$ cat src/pkg/buck_b_pkg.sv
package buck_b_pkg;

    localparam int ADDR_W = 8;
    localparam int DATA_W = 8;
    localparam int SETPOINT_W = 6;
    localparam int SETPOINT_CNT = 3;

    // Register byte addresses
    localparam logic [7:0] NORMAL_VOLTAGE_OFS = 8'h43;
    localparam logic [7:0] STANDBY_VOLTAGE_OFS = 8'h44;
    localparam logic [7:0] SLEEP_VOLTAGE_OFS = 8'h45;
    localparam logic [7:0] SWITCHING_MODE_OFS = 8'h46;
    localparam logic [7:0] CONVERTER_CONFIG_OFS = 8'h47;

    // Field positions
    localparam int SETPOINT_LSB = 0;
    localparam int RANGE_BIT = 6;
    localparam int MODE_LSB = 0;
    localparam int MODE_W = 4;
    localparam int SLEEP_BEH_BIT = 5;
    localparam int ILIM_BIT = 0;
    localparam int FREQ_LSB = 2;
    localparam int PHASE_LSB = 4;
    localparam int SPEED_LSB = 6;
    localparam int SEL2_W = 2;

    // Values after reset
    localparam logic [5:0] SETPOINT_RST = 6'h00;
    localparam logic RANGE_RST = 1'b0;
    localparam logic [3:0] MODE_RST = 4'h8;
    localparam logic SLEEP_BEH_RST = 1'b0;
    localparam logic ILIM_RST = 1'b0;
    localparam logic [1:0] SEL2_RST = 2'h0;
    localparam logic [7:0] RD_DATA_RST = 8'h00;

    // Set point table index per operating mode
    localparam logic [1:0] IDX_NORMAL = 2'h0;
    localparam logic [1:0] IDX_STANDBY = 2'h1;
    localparam logic [1:0] IDX_SLEEP = 2'h2;

    // Sleep behaviour encoding
    localparam logic SLEEP_BEH_OFF = 1'b0;
    localparam logic SLEEP_BEH_PFM = 1'b1;

    // Operating mode of the converter, Gray coded
    typedef enum logic [1:0] {
        PWR_NORMAL = 2'b00,
        PWR_STANDBY = 2'b01,
        PWR_SLEEP = 2'b11
    } pwr_state_t;

endpackage

$ cat src/pkg/setpoint_sel_if.sv
`timescale 1ns/1ps
interface setpoint_sel_if;
    import buck_b_pkg::*;
    logic [SETPOINT_W-1:0] setpoint [SETPOINT_CNT];
    logic range_sel;
    logic sleep_behaviour_sel;
    pwr_state_t pwr_state;
    logic [SETPOINT_W-1:0] active_setpoint;
    logic active_range;
    logic converter_on;
    logic pfm_forced;

    modport bank (
        output setpoint,
        output range_sel,
        output sleep_behaviour_sel,
        output pwr_state,
        input active_setpoint,
        input active_range,
        input converter_on,
        input pfm_forced
    );

    modport selector (
        input setpoint,
        input range_sel,
        input sleep_behaviour_sel,
        input pwr_state,
        output active_setpoint,
        output active_range,
        output converter_on,
        output pfm_forced
    );
endinterface

$ cat src/design/setpoint_selector.sv
`timescale 1ns/1ps
module setpoint_selector (
    // Clock and reset
    input wire logic sys_clk,
    input wire logic reset_n,
    input wire logic clk_en,
    // Bank side
    setpoint_sel_if.selector sel
);
    import buck_b_pkg::*;

    logic [SETPOINT_W-1:0] active_setpoint_ff;
    logic [SETPOINT_W-1:0] nxt_active_setpoint;
    logic active_range_ff;
    logic nxt_active_range;
    logic converter_on_ff;
    logic nxt_converter_on;
    logic pfm_forced_ff;
    logic nxt_pfm_forced;

    always_comb
    begin
        nxt_active_setpoint = active_setpoint_ff;
        nxt_active_range = active_range_ff;
        nxt_converter_on = converter_on_ff;
        nxt_pfm_forced = pfm_forced_ff;
        if (clk_en)
        begin
            nxt_active_range = sel.range_sel;
            case (sel.pwr_state)
                PWR_NORMAL:
                begin
                    nxt_active_setpoint = sel.setpoint[IDX_NORMAL];
                    nxt_converter_on = 1'b1;
                    nxt_pfm_forced = 1'b0;
                end
                PWR_STANDBY:
                begin
                    nxt_active_setpoint = sel.setpoint[IDX_STANDBY];
                    nxt_converter_on = 1'b1;
                    nxt_pfm_forced = 1'b0;
                end
                PWR_SLEEP:
                begin
                    nxt_active_setpoint = sel.setpoint[IDX_SLEEP];
                    nxt_converter_on = (sel.sleep_behaviour_sel == SLEEP_BEH_PFM);
                    nxt_pfm_forced = (sel.sleep_behaviour_sel == SLEEP_BEH_PFM);
                end
                default:
                begin
                    nxt_active_setpoint = sel.setpoint[IDX_NORMAL];
                    nxt_converter_on = 1'b1;
                    nxt_pfm_forced = 1'b0;
                end
            endcase
        end
    end

    always_ff @(posedge sys_clk or negedge reset_n)
    begin
        if (!reset_n)
        begin
            active_setpoint_ff <= SETPOINT_RST;
            active_range_ff <= RANGE_RST;
            converter_on_ff <= 1'b0;
            pfm_forced_ff <= 1'b0;
        end
        else
        begin
            active_setpoint_ff <= nxt_active_setpoint;
            active_range_ff <= nxt_active_range;
            converter_on_ff <= nxt_converter_on;
            pfm_forced_ff <= nxt_pfm_forced;
        end
    end

    assign sel.active_setpoint = active_setpoint_ff;
    assign sel.active_range = active_range_ff;
    assign sel.converter_on = converter_on_ff;
    assign sel.pfm_forced = pfm_forced_ff;
endmodule // setpoint_selector

$ cat src/design/buck_b_config_registers.sv
// The implementer's own choice: the strobed register port.
`timescale 1ns/1ps
module buck_b_config_registers (
    // Clock, reset, enable
    input wire logic sys_clk,
    input wire logic reset_n,
    input wire logic clk_en,
    // Register port
    input wire logic [buck_b_pkg::ADDR_W-1:0] reg_addr,
    input wire logic [buck_b_pkg::DATA_W-1:0] reg_wr_data,
    input wire logic reg_wr_strobe,
    input wire logic reg_rd_strobe,
    output logic [buck_b_pkg::DATA_W-1:0] reg_rd_data,
    // One-time memory or test configuration load
    input wire logic cfg_load,
    input wire logic cfg_range,
    // Operating mode requests from power control
    input wire logic standby_req,
    input wire logic sleep_req,
    // Converter controls
    output logic [buck_b_pkg::SETPOINT_W-1:0] regulator_setpoint,
    output logic regulator_range,
    output logic regulator_enable,
    output logic regulator_pfm_forced,
    output buck_b_pkg::pwr_state_t regulator_state,
    output logic [buck_b_pkg::MODE_W-1:0] switching_mode_sel,
    output logic sleep_behaviour_sel,
    output logic current_limit_sel,
    output logic [buck_b_pkg::SEL2_W-1:0] switch_freq_sel,
    output logic [buck_b_pkg::SEL2_W-1:0] phase_clock_sel,
    output logic [buck_b_pkg::SEL2_W-1:0] voltage_ramp_speed
);
    import buck_b_pkg::*;

    // Set points: normal, standby, sleep
    logic [SETPOINT_W-1:0] setpoint_ff [SETPOINT_CNT];
    logic [SETPOINT_W-1:0] nxt_setpoint [SETPOINT_CNT];
    logic [SETPOINT_CNT-1:0] setpoint_wr;

    // Range bit, shared by all three voltage registers
    logic range_ff;
    logic nxt_range;

    // Mode register fields
    logic [MODE_W-1:0] mode_ff;
    logic [MODE_W-1:0] nxt_mode;
    logic sleep_beh_ff;
    logic nxt_sleep_beh;

    // Config register fields
    logic ilim_ff;
    logic nxt_ilim;
    logic [SEL2_W-1:0] freq_ff;
    logic [SEL2_W-1:0] nxt_freq;
    logic [SEL2_W-1:0] phase_ff;
    logic [SEL2_W-1:0] nxt_phase;
    logic [SEL2_W-1:0] speed_ff;
    logic [SEL2_W-1:0] nxt_speed;

    // Operating mode
    pwr_state_t pwr_state_ff;
    pwr_state_t nxt_pwr_state;

    // Read path
    logic [DATA_W-1:0] rd_data_ff;
    logic [DATA_W-1:0] nxt_rd_data;
    logic [DATA_W-1:0] rd_mux;

    // Address decode
    logic wr_mode;
    logic wr_conf;
    logic wr_go;

    // Writes are lost while the clock enable is low
    assign wr_go = clk_en && reg_wr_strobe;
    assign wr_mode = wr_go && (reg_addr == SWITCHING_MODE_OFS);
    assign wr_conf = wr_go && (reg_addr == CONVERTER_CONFIG_OFS);

    // Set point registers, one per operating mode
    generate
        for (genvar i = 0; i < SETPOINT_CNT; i++)
        begin : g_setpoint
            localparam logic [7:0] OFS = NORMAL_VOLTAGE_OFS + 8'(i);

            assign setpoint_wr[i] = wr_go && (reg_addr == OFS);

            always_comb
            begin
                nxt_setpoint[i] = setpoint_ff[i];
                if (setpoint_wr[i])
                begin
                    // Only the low six bits take the write
                    nxt_setpoint[i] = reg_wr_data[SETPOINT_LSB +: SETPOINT_W];
                end
            end

            always_ff @(posedge sys_clk or negedge reset_n)
            begin
                if (!reset_n)
                begin
                    setpoint_ff[i] <= SETPOINT_RST;
                end
                else
                begin
                    setpoint_ff[i] <= nxt_setpoint[i];
                end
            end
        end
    endgenerate

    // Range bit: software writes never reach it
    always_comb
    begin
        nxt_range = range_ff;
        if (clk_en && cfg_load)
        begin
            nxt_range = cfg_range;
        end
    end

    always_ff @(posedge sys_clk or negedge reset_n)
    begin
        if (!reset_n)
        begin
            range_ff <= RANGE_RST;
        end
        else
        begin
            range_ff <= nxt_range;
        end
    end

    // Mode register
    always_comb
    begin
        nxt_mode = mode_ff;
        nxt_sleep_beh = sleep_beh_ff;
        if (wr_mode)
        begin
            nxt_mode = reg_wr_data[MODE_LSB +: MODE_W];
            nxt_sleep_beh = reg_wr_data[SLEEP_BEH_BIT];
        end
    end

    always_ff @(posedge sys_clk or negedge reset_n)
    begin
        if (!reset_n)
        begin
            mode_ff <= MODE_RST;
            sleep_beh_ff <= SLEEP_BEH_RST;
        end
        else
        begin
            mode_ff <= nxt_mode;
            sleep_beh_ff <= nxt_sleep_beh;
        end
    end

    // Config register; bit one is not stored
    always_comb
    begin
        nxt_ilim = ilim_ff;
        nxt_freq = freq_ff;
        nxt_phase = phase_ff;
        nxt_speed = speed_ff;
        if (wr_conf)
        begin
            nxt_ilim = reg_wr_data[ILIM_BIT];
            nxt_freq = reg_wr_data[FREQ_LSB +: SEL2_W];
            nxt_phase = reg_wr_data[PHASE_LSB +: SEL2_W];
            nxt_speed = reg_wr_data[SPEED_LSB +: SEL2_W];
        end
    end

    always_ff @(posedge sys_clk or negedge reset_n)
    begin
        if (!reset_n)
        begin
            ilim_ff <= ILIM_RST;
            freq_ff <= SEL2_RST;
            phase_ff <= SEL2_RST;
            speed_ff <= SEL2_RST;
        end
        else
        begin
            ilim_ff <= nxt_ilim;
            freq_ff <= nxt_freq;
            phase_ff <= nxt_phase;
            speed_ff <= nxt_speed;
        end
    end

    // Operating mode tracking; sleep outranks standby
    // Sleep is entered and left through standby, one step per edge
    always_comb
    begin
        nxt_pwr_state = pwr_state_ff;
        if (clk_en)
        begin
            case (pwr_state_ff)
                PWR_NORMAL:
                begin
                    if (sleep_req || standby_req)
                    begin
                        nxt_pwr_state = PWR_STANDBY;
                    end
                end
                PWR_STANDBY:
                begin
                    if (sleep_req)
                    begin
                        nxt_pwr_state = PWR_SLEEP;
                    end
                    else if (!standby_req)
                    begin
                        nxt_pwr_state = PWR_NORMAL;
                    end
                end
                PWR_SLEEP:
                begin
                    if (!sleep_req)
                    begin
                        nxt_pwr_state = PWR_STANDBY;
                    end
                end
                default:
                begin
                    nxt_pwr_state = PWR_NORMAL;
                end
            endcase
        end
    end

    always_ff @(posedge sys_clk or negedge reset_n)
    begin
        if (!reset_n)
        begin
            pwr_state_ff <= PWR_NORMAL;
        end
        else
        begin
            pwr_state_ff <= nxt_pwr_state;
        end
    end

    // Read mux; unmapped addresses and unused bits give zero
    always_comb
    begin
        rd_mux = '0;
        case (reg_addr)
            NORMAL_VOLTAGE_OFS:
            begin
                rd_mux[SETPOINT_LSB +: SETPOINT_W] = setpoint_ff[IDX_NORMAL];
                rd_mux[RANGE_BIT] = range_ff;
            end
            STANDBY_VOLTAGE_OFS:
            begin
                rd_mux[SETPOINT_LSB +: SETPOINT_W] = setpoint_ff[IDX_STANDBY];
                rd_mux[RANGE_BIT] = range_ff;
            end
            SLEEP_VOLTAGE_OFS:
            begin
                rd_mux[SETPOINT_LSB +: SETPOINT_W] = setpoint_ff[IDX_SLEEP];
                rd_mux[RANGE_BIT] = range_ff;
            end
            SWITCHING_MODE_OFS:
            begin
                rd_mux[MODE_LSB +: MODE_W] = mode_ff;
                rd_mux[SLEEP_BEH_BIT] = sleep_beh_ff;
            end
            CONVERTER_CONFIG_OFS:
            begin
                rd_mux[ILIM_BIT] = ilim_ff;
                rd_mux[FREQ_LSB +: SEL2_W] = freq_ff;
                rd_mux[PHASE_LSB +: SEL2_W] = phase_ff;
                rd_mux[SPEED_LSB +: SEL2_W] = speed_ff;
            end
            default:
            begin
                rd_mux = '0;
            end
        endcase
    end

    // Read data stands until the next edge with the clock enable high
    // Zero outside that cycle so idle bus reads nothing stale
    always_comb
    begin
        nxt_rd_data = rd_data_ff;
        if (clk_en)
        begin
            nxt_rd_data = reg_rd_strobe ? rd_mux : RD_DATA_RST;
        end
    end

    always_ff @(posedge sys_clk or negedge reset_n)
    begin
        if (!reset_n)
        begin
            rd_data_ff <= RD_DATA_RST;
        end
        else
        begin
            rd_data_ff <= nxt_rd_data;
        end
    end

    assign reg_rd_data = rd_data_ff;

    // Active set point selection
    setpoint_sel_if sel_bus ();

    generate
        for (genvar j = 0; j < SETPOINT_CNT; j++)
        begin : g_sel_bus
            assign sel_bus.setpoint[j] = setpoint_ff[j];
        end
    endgenerate

    assign sel_bus.range_sel = range_ff;
    assign sel_bus.sleep_behaviour_sel = sleep_beh_ff;
    assign sel_bus.pwr_state = pwr_state_ff;

    setpoint_selector u_selector (
        .sys_clk(sys_clk),
        .reset_n(reset_n),
        .clk_en(clk_en),
        .sel(sel_bus.selector)
    );

    // Converter controls
    assign regulator_setpoint = sel_bus.active_setpoint;
    assign regulator_range = sel_bus.active_range;
    assign regulator_enable = sel_bus.converter_on;
    assign regulator_pfm_forced = sel_bus.pfm_forced;
    assign regulator_state = pwr_state_ff;
    assign switching_mode_sel = mode_ff;
    assign sleep_behaviour_sel = sleep_beh_ff;
    assign current_limit_sel = ilim_ff;
    assign switch_freq_sel = freq_ff;
    assign phase_clock_sel = phase_ff;
    assign voltage_ramp_speed = speed_ff;
endmodule // buck_b_config_registers

$ cat config.mk
export PLATFORM = sky130hd
export DESIGN_NAME = buck_b_config_registers
export DESIGN_NICKNAME = d
export VERILOG_FILES = /design/src/pkg/buck_b_pkg.sv /design/src/pkg/setpoint_sel_if.sv /design/src/design/setpoint_selector.sv /design/src/design/buck_b_config_registers.sv
export SDC_FILE = /design/constraint.sdc
export NUM_CORES = 1
export LEC_CHECK = 0
export BUFFER_PORTS_ARGS = -buffer_cell sky130_fd_sc_hd__buf_4
export CORE_ASPECT_RATIO = 1.4
export CORE_MARGIN = 2
export CORE_UTILIZATION = 29
export CTS_CLUSTER_SIZE = 10
export DETAILED_ROUTE_END_ITERATION = 8
export PLACE_DENSITY_LB_ADDON = 0.25
export RECOVER_POWER = 25
export REMOVE_ABC_BUFFERS = 1
export SLEW_MARGIN = 5
export SYNTH_ARGS = -nofsm -noshare
export SYNTH_HDL_FRONTEND = slang
export SYNTH_HIERARCHICAL = 1
export SYNTH_SLANG_ARGS = --single-unit
$ cat constraint.sdc
create_clock -name sys_clk -period 4 [get_ports sys_clk]
set_input_delay 0.8 -clock sys_clk [delete_from_list [all_inputs] [get_ports sys_clk]]
set_output_delay 0.8 -clock sys_clk [all_outputs]
set_load 0.05 [all_outputs]
### After elaboration in Yosys (flattened, before gate mapping)

Index checks and enable logic that the tools add are counted.

* flip-flop bits (word level): 50
* input port bits: 25
* output and inout bits: 31

* equal/unequal tests: 10
* multiplexer cells: 16
* reductions and logical operators: 11

Operators by type and width (count)
* $eq A8 B7 Y1 const B: 5
* $pmux W6 S2: 1
* $pmux W1 S5: 2
* $pmux W2 S5: 1
* $mux W2: 4
* $mux W8: 1
* $pmux W1 S4: 2
* $logic_and A1 B1 Y1: 7
* $pmux W2 S3: 1
* $ne A2 B2 Y1 const B: 2
* $reduce_and A4 Y1: 1
* $mux W1: 3
* $ne A3 B3 Y1 const B: 1
* $reduce_or A3 Y1: 1
* $eq A2 B1 Y1 const B: 1
* $eq A2 B2 Y1 const B: 1
* $logic_not A2 Y1: 1
* $pmux W1 S2: 1
* $logic_or A1 B1 Y1: 1

### Depth between registers and ports, before layout

* depth after elaboration: 4
* depth in mapped cells: 6
* mapped depth without buffers: 6

### Modules after synthesis

The synthesis kept the hierarchy.

By module, submodules not included
* buck_b_config_registers: times used 1, cells an instance 158, area each 1991.9 um2
* setpoint_selector: times used 1, cells an instance 44, area each 501.7 um2

### Worst setup path after synthesis

Ideal clock, no wire load.

* path type: input to register
* start point: input reg_addr[4] (netlist bit)
* end point: register setpoint_ff (netlist bit sel_bus.setpoint[10])
* data arrival time: 1.934 ns
* path slack: 1.941 ns
* stages on the path: 4
* path through: and4bb_2 > and3_1 > nor3b_4 > mux2_2

* longest elaborated chain between the ends: 2

Ends and longest elaborated chain
* from (decl): line buck_b_config_registers.sv:9 `input wire logic [buck_b_pkg::ADDR_W-1:0] reg_addr,`
* $eq A8 B7 Y1: line buck_b_config_registers.sv:85 `assign setpoint_wr[i] = wr_go && (reg_addr == OFS);`
* $logic_and A1 B1 Y1: line buck_b_config_registers.sv:85
* to (signal, indexed assignment): line buck_b_config_registers.sv:105 `setpoint_ff[i] <= nxt_setpoint[i];`
* to (decl): line buck_b_config_registers.sv:36 `logic [SETPOINT_W-1:0] setpoint_ff [SETPOINT_CNT];`

No other way between the ends.
A chain may end at the register's enable or synchronous reset.

### Final worst setup path

* start point: input clk_en
* end point: register speed_ff[1], in the netlist voltage_ramp_speed[1]

* longest elaborated chain between the ends: 2

Ends and longest elaborated chain
* from (decl): line buck_b_config_registers.sv:7 `input wire logic clk_en,`
* $logic_and A1 B1 Y1: line buck_b_config_registers.sv:75 `assign wr_go = clk_en && reg_wr_strobe;`
* $logic_and A1 B1 Y1: line buck_b_config_registers.sv:77 `assign wr_conf = wr_go && (reg_addr == CONVERTER_CONFIG_OFS);`
* to (signal assigned): line buck_b_config_registers.sv:189 `speed_ff <= nxt_speed;`
* to (decl): line buck_b_config_registers.sv:57 `logic [SEL2_W-1:0] speed_ff;`

No other way between the ends.

==> run summary <==
library cells used by synthesis -> 42
initial antenna violation count -> 0
share of cells above drive strength 1 -> 41.8%
Hold Startpoint -> u_selector/sel.active_setpoint[4]
CP Max Fanout -> 30
Highest Signal Layer -> met4
largest net degree at the start of global routing -> 51
reg2reg start -> regulator_state[1]
FF-to-FF End -> regulator_state[0]
Crit Path Class -> input pin to flop
CTS Root Cell -> clkbuf_16
WHS Path Cells -> 2
WL met3 -> 249 µm
chip width -> 82.4 µm
LEAKAGE -> 1.47 nW
synthesized netlist cell count -> 202
drt total wl -> 6110 µm
Area Overhead vs Synth -> 25.6%
R2R depth -> 6
Slew @ Worst Pin -> 0.644 ns
Comb power frac -> 20.2%
post-synthesis sequential area ratio -> 50.2%
Skew-Pair Late Insertion Delay -> 0.29 ns
Switching Share -> 30.1%
Clock transition at path regs -> 0.06 ns
R2R setup slack -> 2.14 ns
Hold Vio Cnt, Final -> 0
CTS Buf Count -> 5
clk buf depth -> 2
drt wl/cell -> 16.9 µm
max_slew headroom -> 57.1%
Layout Cells excl Fill -> 361
I/O pin total -> 56
Hold Path Class -> flop to flop
met1 wire length -> 2590 µm
Worst Setup End Kind -> flop
H-tree depth -> 2
most instantiated cells after synthesis -> dfrtp_1 (49), mux2_2 (36), inv_1 (10), mux2i_1 (10), nand3b_1 (9)
Setup crit start kind -> input pin
row count -> 40
cell taking the most area after synthesis -> dfrtp_1
CTS-repair resized insts -> 0
Routed Antenna Nets -> 0
Avg Vias per Cell -> 4.96
Critical Path AT -> 2.39 ns
top post-synthesis cells by area -> dfrtp_1 (49%), mux2_2 (16%), mux2i_1 (4.0%)
Hold Buf Count CTS -> 0
Synth Flop Type -> dfrtp_1
#FFs+latches synth -> 50
async set or reset register ratio after synthesis -> 100%
Slew Limit Fails -> 0
Tcrit/Tclk final -> 55.3%
Placed Instances -> 353
Final nets -> 284
global-route wire length before repair -> 9660 µm
vias in the first global route -> 1820
grt total ovfl -> 0
router iterations before antenna repair -> 4
TritonCTS clock tree -> done
Maximum Capacitance Violations -> 0
setup_tns -> 0 ns
top cell type's share of synthesized area -> 49.2%
hold slack -> 0.510 ns
Power Dens Cells -> 422 nW/µm²
port buffer count -> 55
Worst EP required -> 4.18 ns
RSZ-0062 raised after global routing -> false
WHS Endpoint -> u_selector/sel.active_setpoint[4]
Max Clk Rate -> 452 MHz
CTS Sinks -> 50
fill count -> 848
hpwl dp -> 4380 µm
status -> finished, final reports clean
count leader, synth -> dfrtp_1
Core ar. -> 8460 µm²
worst clock skew -> 0.00226 ns
DRC -> 0
number of inserted diodes -> 0
Sequential Power Share -> 44.8%
setup bufs post-CTS -> 0
die area -> 9370 µm²
clock power share -> 35.0%
routed vias -> 1792
met2 WL post-DR -> 3170 µm
EDFF count, synth -> 0
initial drt markers -> 85
Psw -> 398 µW
Total GRT Usage -> 13.7%
min cycle time layout -> 2.21 ns
Synth warnings -> 6
P_int -> 925 µW
Avg Cell Area, Syn -> 12.3 µm²
Worst VDD drop -> 216 µV
Starting Density -> 29.5%
GP Congestion -> 0.771
Die H -> 114 µm
Cell Area, Synth -> 2490 µm²
final count of negative-setup-slack endpoints -> 0
[cells in the final DEF, fill, tap and decap left out, types with 3 or more instances in the layout]
cell,count
buf_4,55
inv_1,10
nand2b_1,6
o211ai_1,6
o21ai_0,4
clkbuf_8,3
clkbuf_16,5
a21oi_1,7
o31ai_1,4
a22o_1,4
nor2_1,5
nand2_1,4
ha_1,4
nor2b_1,5
dfrtp_1,49
nand3_1,3
mux2i_1,10
mux2_2,36
nand3b_1,9
a22oi_1,4
[worst max-delay path, cell delays in order]
cell,delay (ns)
buf_4,0.28
and4bb_2,0.28
and3_1,0.23
nand3_1,0.38
mux2_2,0.41
[power by group through the flow]
stage / sequential [mW] / combinational, mW / clock [mW]
final: 0.593 / 0.267 / 0.462
after global routing: 0.600 / 0.291 / 0.495
after CTS: 0.592 / 0.271 / 0.474
after detailed placement: 0.602 / 0.270 / 0
after global placement: 0.603 / 0.266 / 0
after floorplan: 0.658 / 0.0975 / 0
[through the flow]
stage               util (%)  power [mW]  worst slack (ns)  area [µm²]
detailed placement      35.1       0.872              1.43        2970
floorplan                  -       0.755              1.94        2420
global route            37.0        1.39              1.66        3130
CTS                     37.0        1.34              1.74        3130
global placement        35.1       0.869              1.47        2970
finish                  37.0        1.32              1.79        3130
[cells by family (layout without fill, tap and decap cells)]
family,Yosys count,after routing,share of synthesized area (%)
flops,50,50,50.2
mux,47,47,20.7
simple gates,44,44,11.6
compound gates,37,37,10.6
buf+inv,19,73,4.42
fa+ha+maj,4,4,2.01
xor+xnor,1,1,0.351
[worst max path at each step]
stage	startpoint	endpoint	slack, ns	cells past startpoint
2_1_floorplan	reg_addr[4]	sel_bus.setpoint[10]	1.94	4
4_1_cts	clk_en	voltage_ramp_speed[1]	1.74	5
6_report	clk_en	voltage_ramp_speed[1]	1.79	5
3_3_place_gp	clk_en	phase_clock_sel[1]	1.47	5
3_5_place_dp	clk_en	voltage_ramp_speed[1]	1.43	5
5_1_grt	clk_en	voltage_ramp_speed[0]	1.66	5
[registers in the layout, indices dropped and copies added (netlist names), 2 cells and up]
| signal | cells |
|---|---|
| sel_bus.setpoint | 18 |
| reg_rd_data | 8 |
| u_selector/sel.active_setpoint | 6 |
| switching_mode_sel | 4 |
| phase_clock_sel | 2 |
| regulator_state | 2 |
| switch_freq_sel | 2 |
| voltage_ramp_speed | 2 |
[routing by layer]
layer  track usage [%]  vias to the layer above
li1                  -                      839
met1              17.6                      897
met2              22.5                       51
met3              2.69                        5
met4              5.33                        0
met5                 0                        -
[area by class of cell]
class | instances | area (µm²) | area share (%)
repair buffers | 55 | 413 | 13.2
clock buffers | 8 | 166 | 5.31
well taps | 105 | 131 | 4.19
flip-flops and latches | 50 | 1250 | 40.0
multi-input cells | 133 | 1130 | 36.1
inverters | 10 | 37.5 | 1.20
Note: power is estimated with default switching activity, not from simulation.
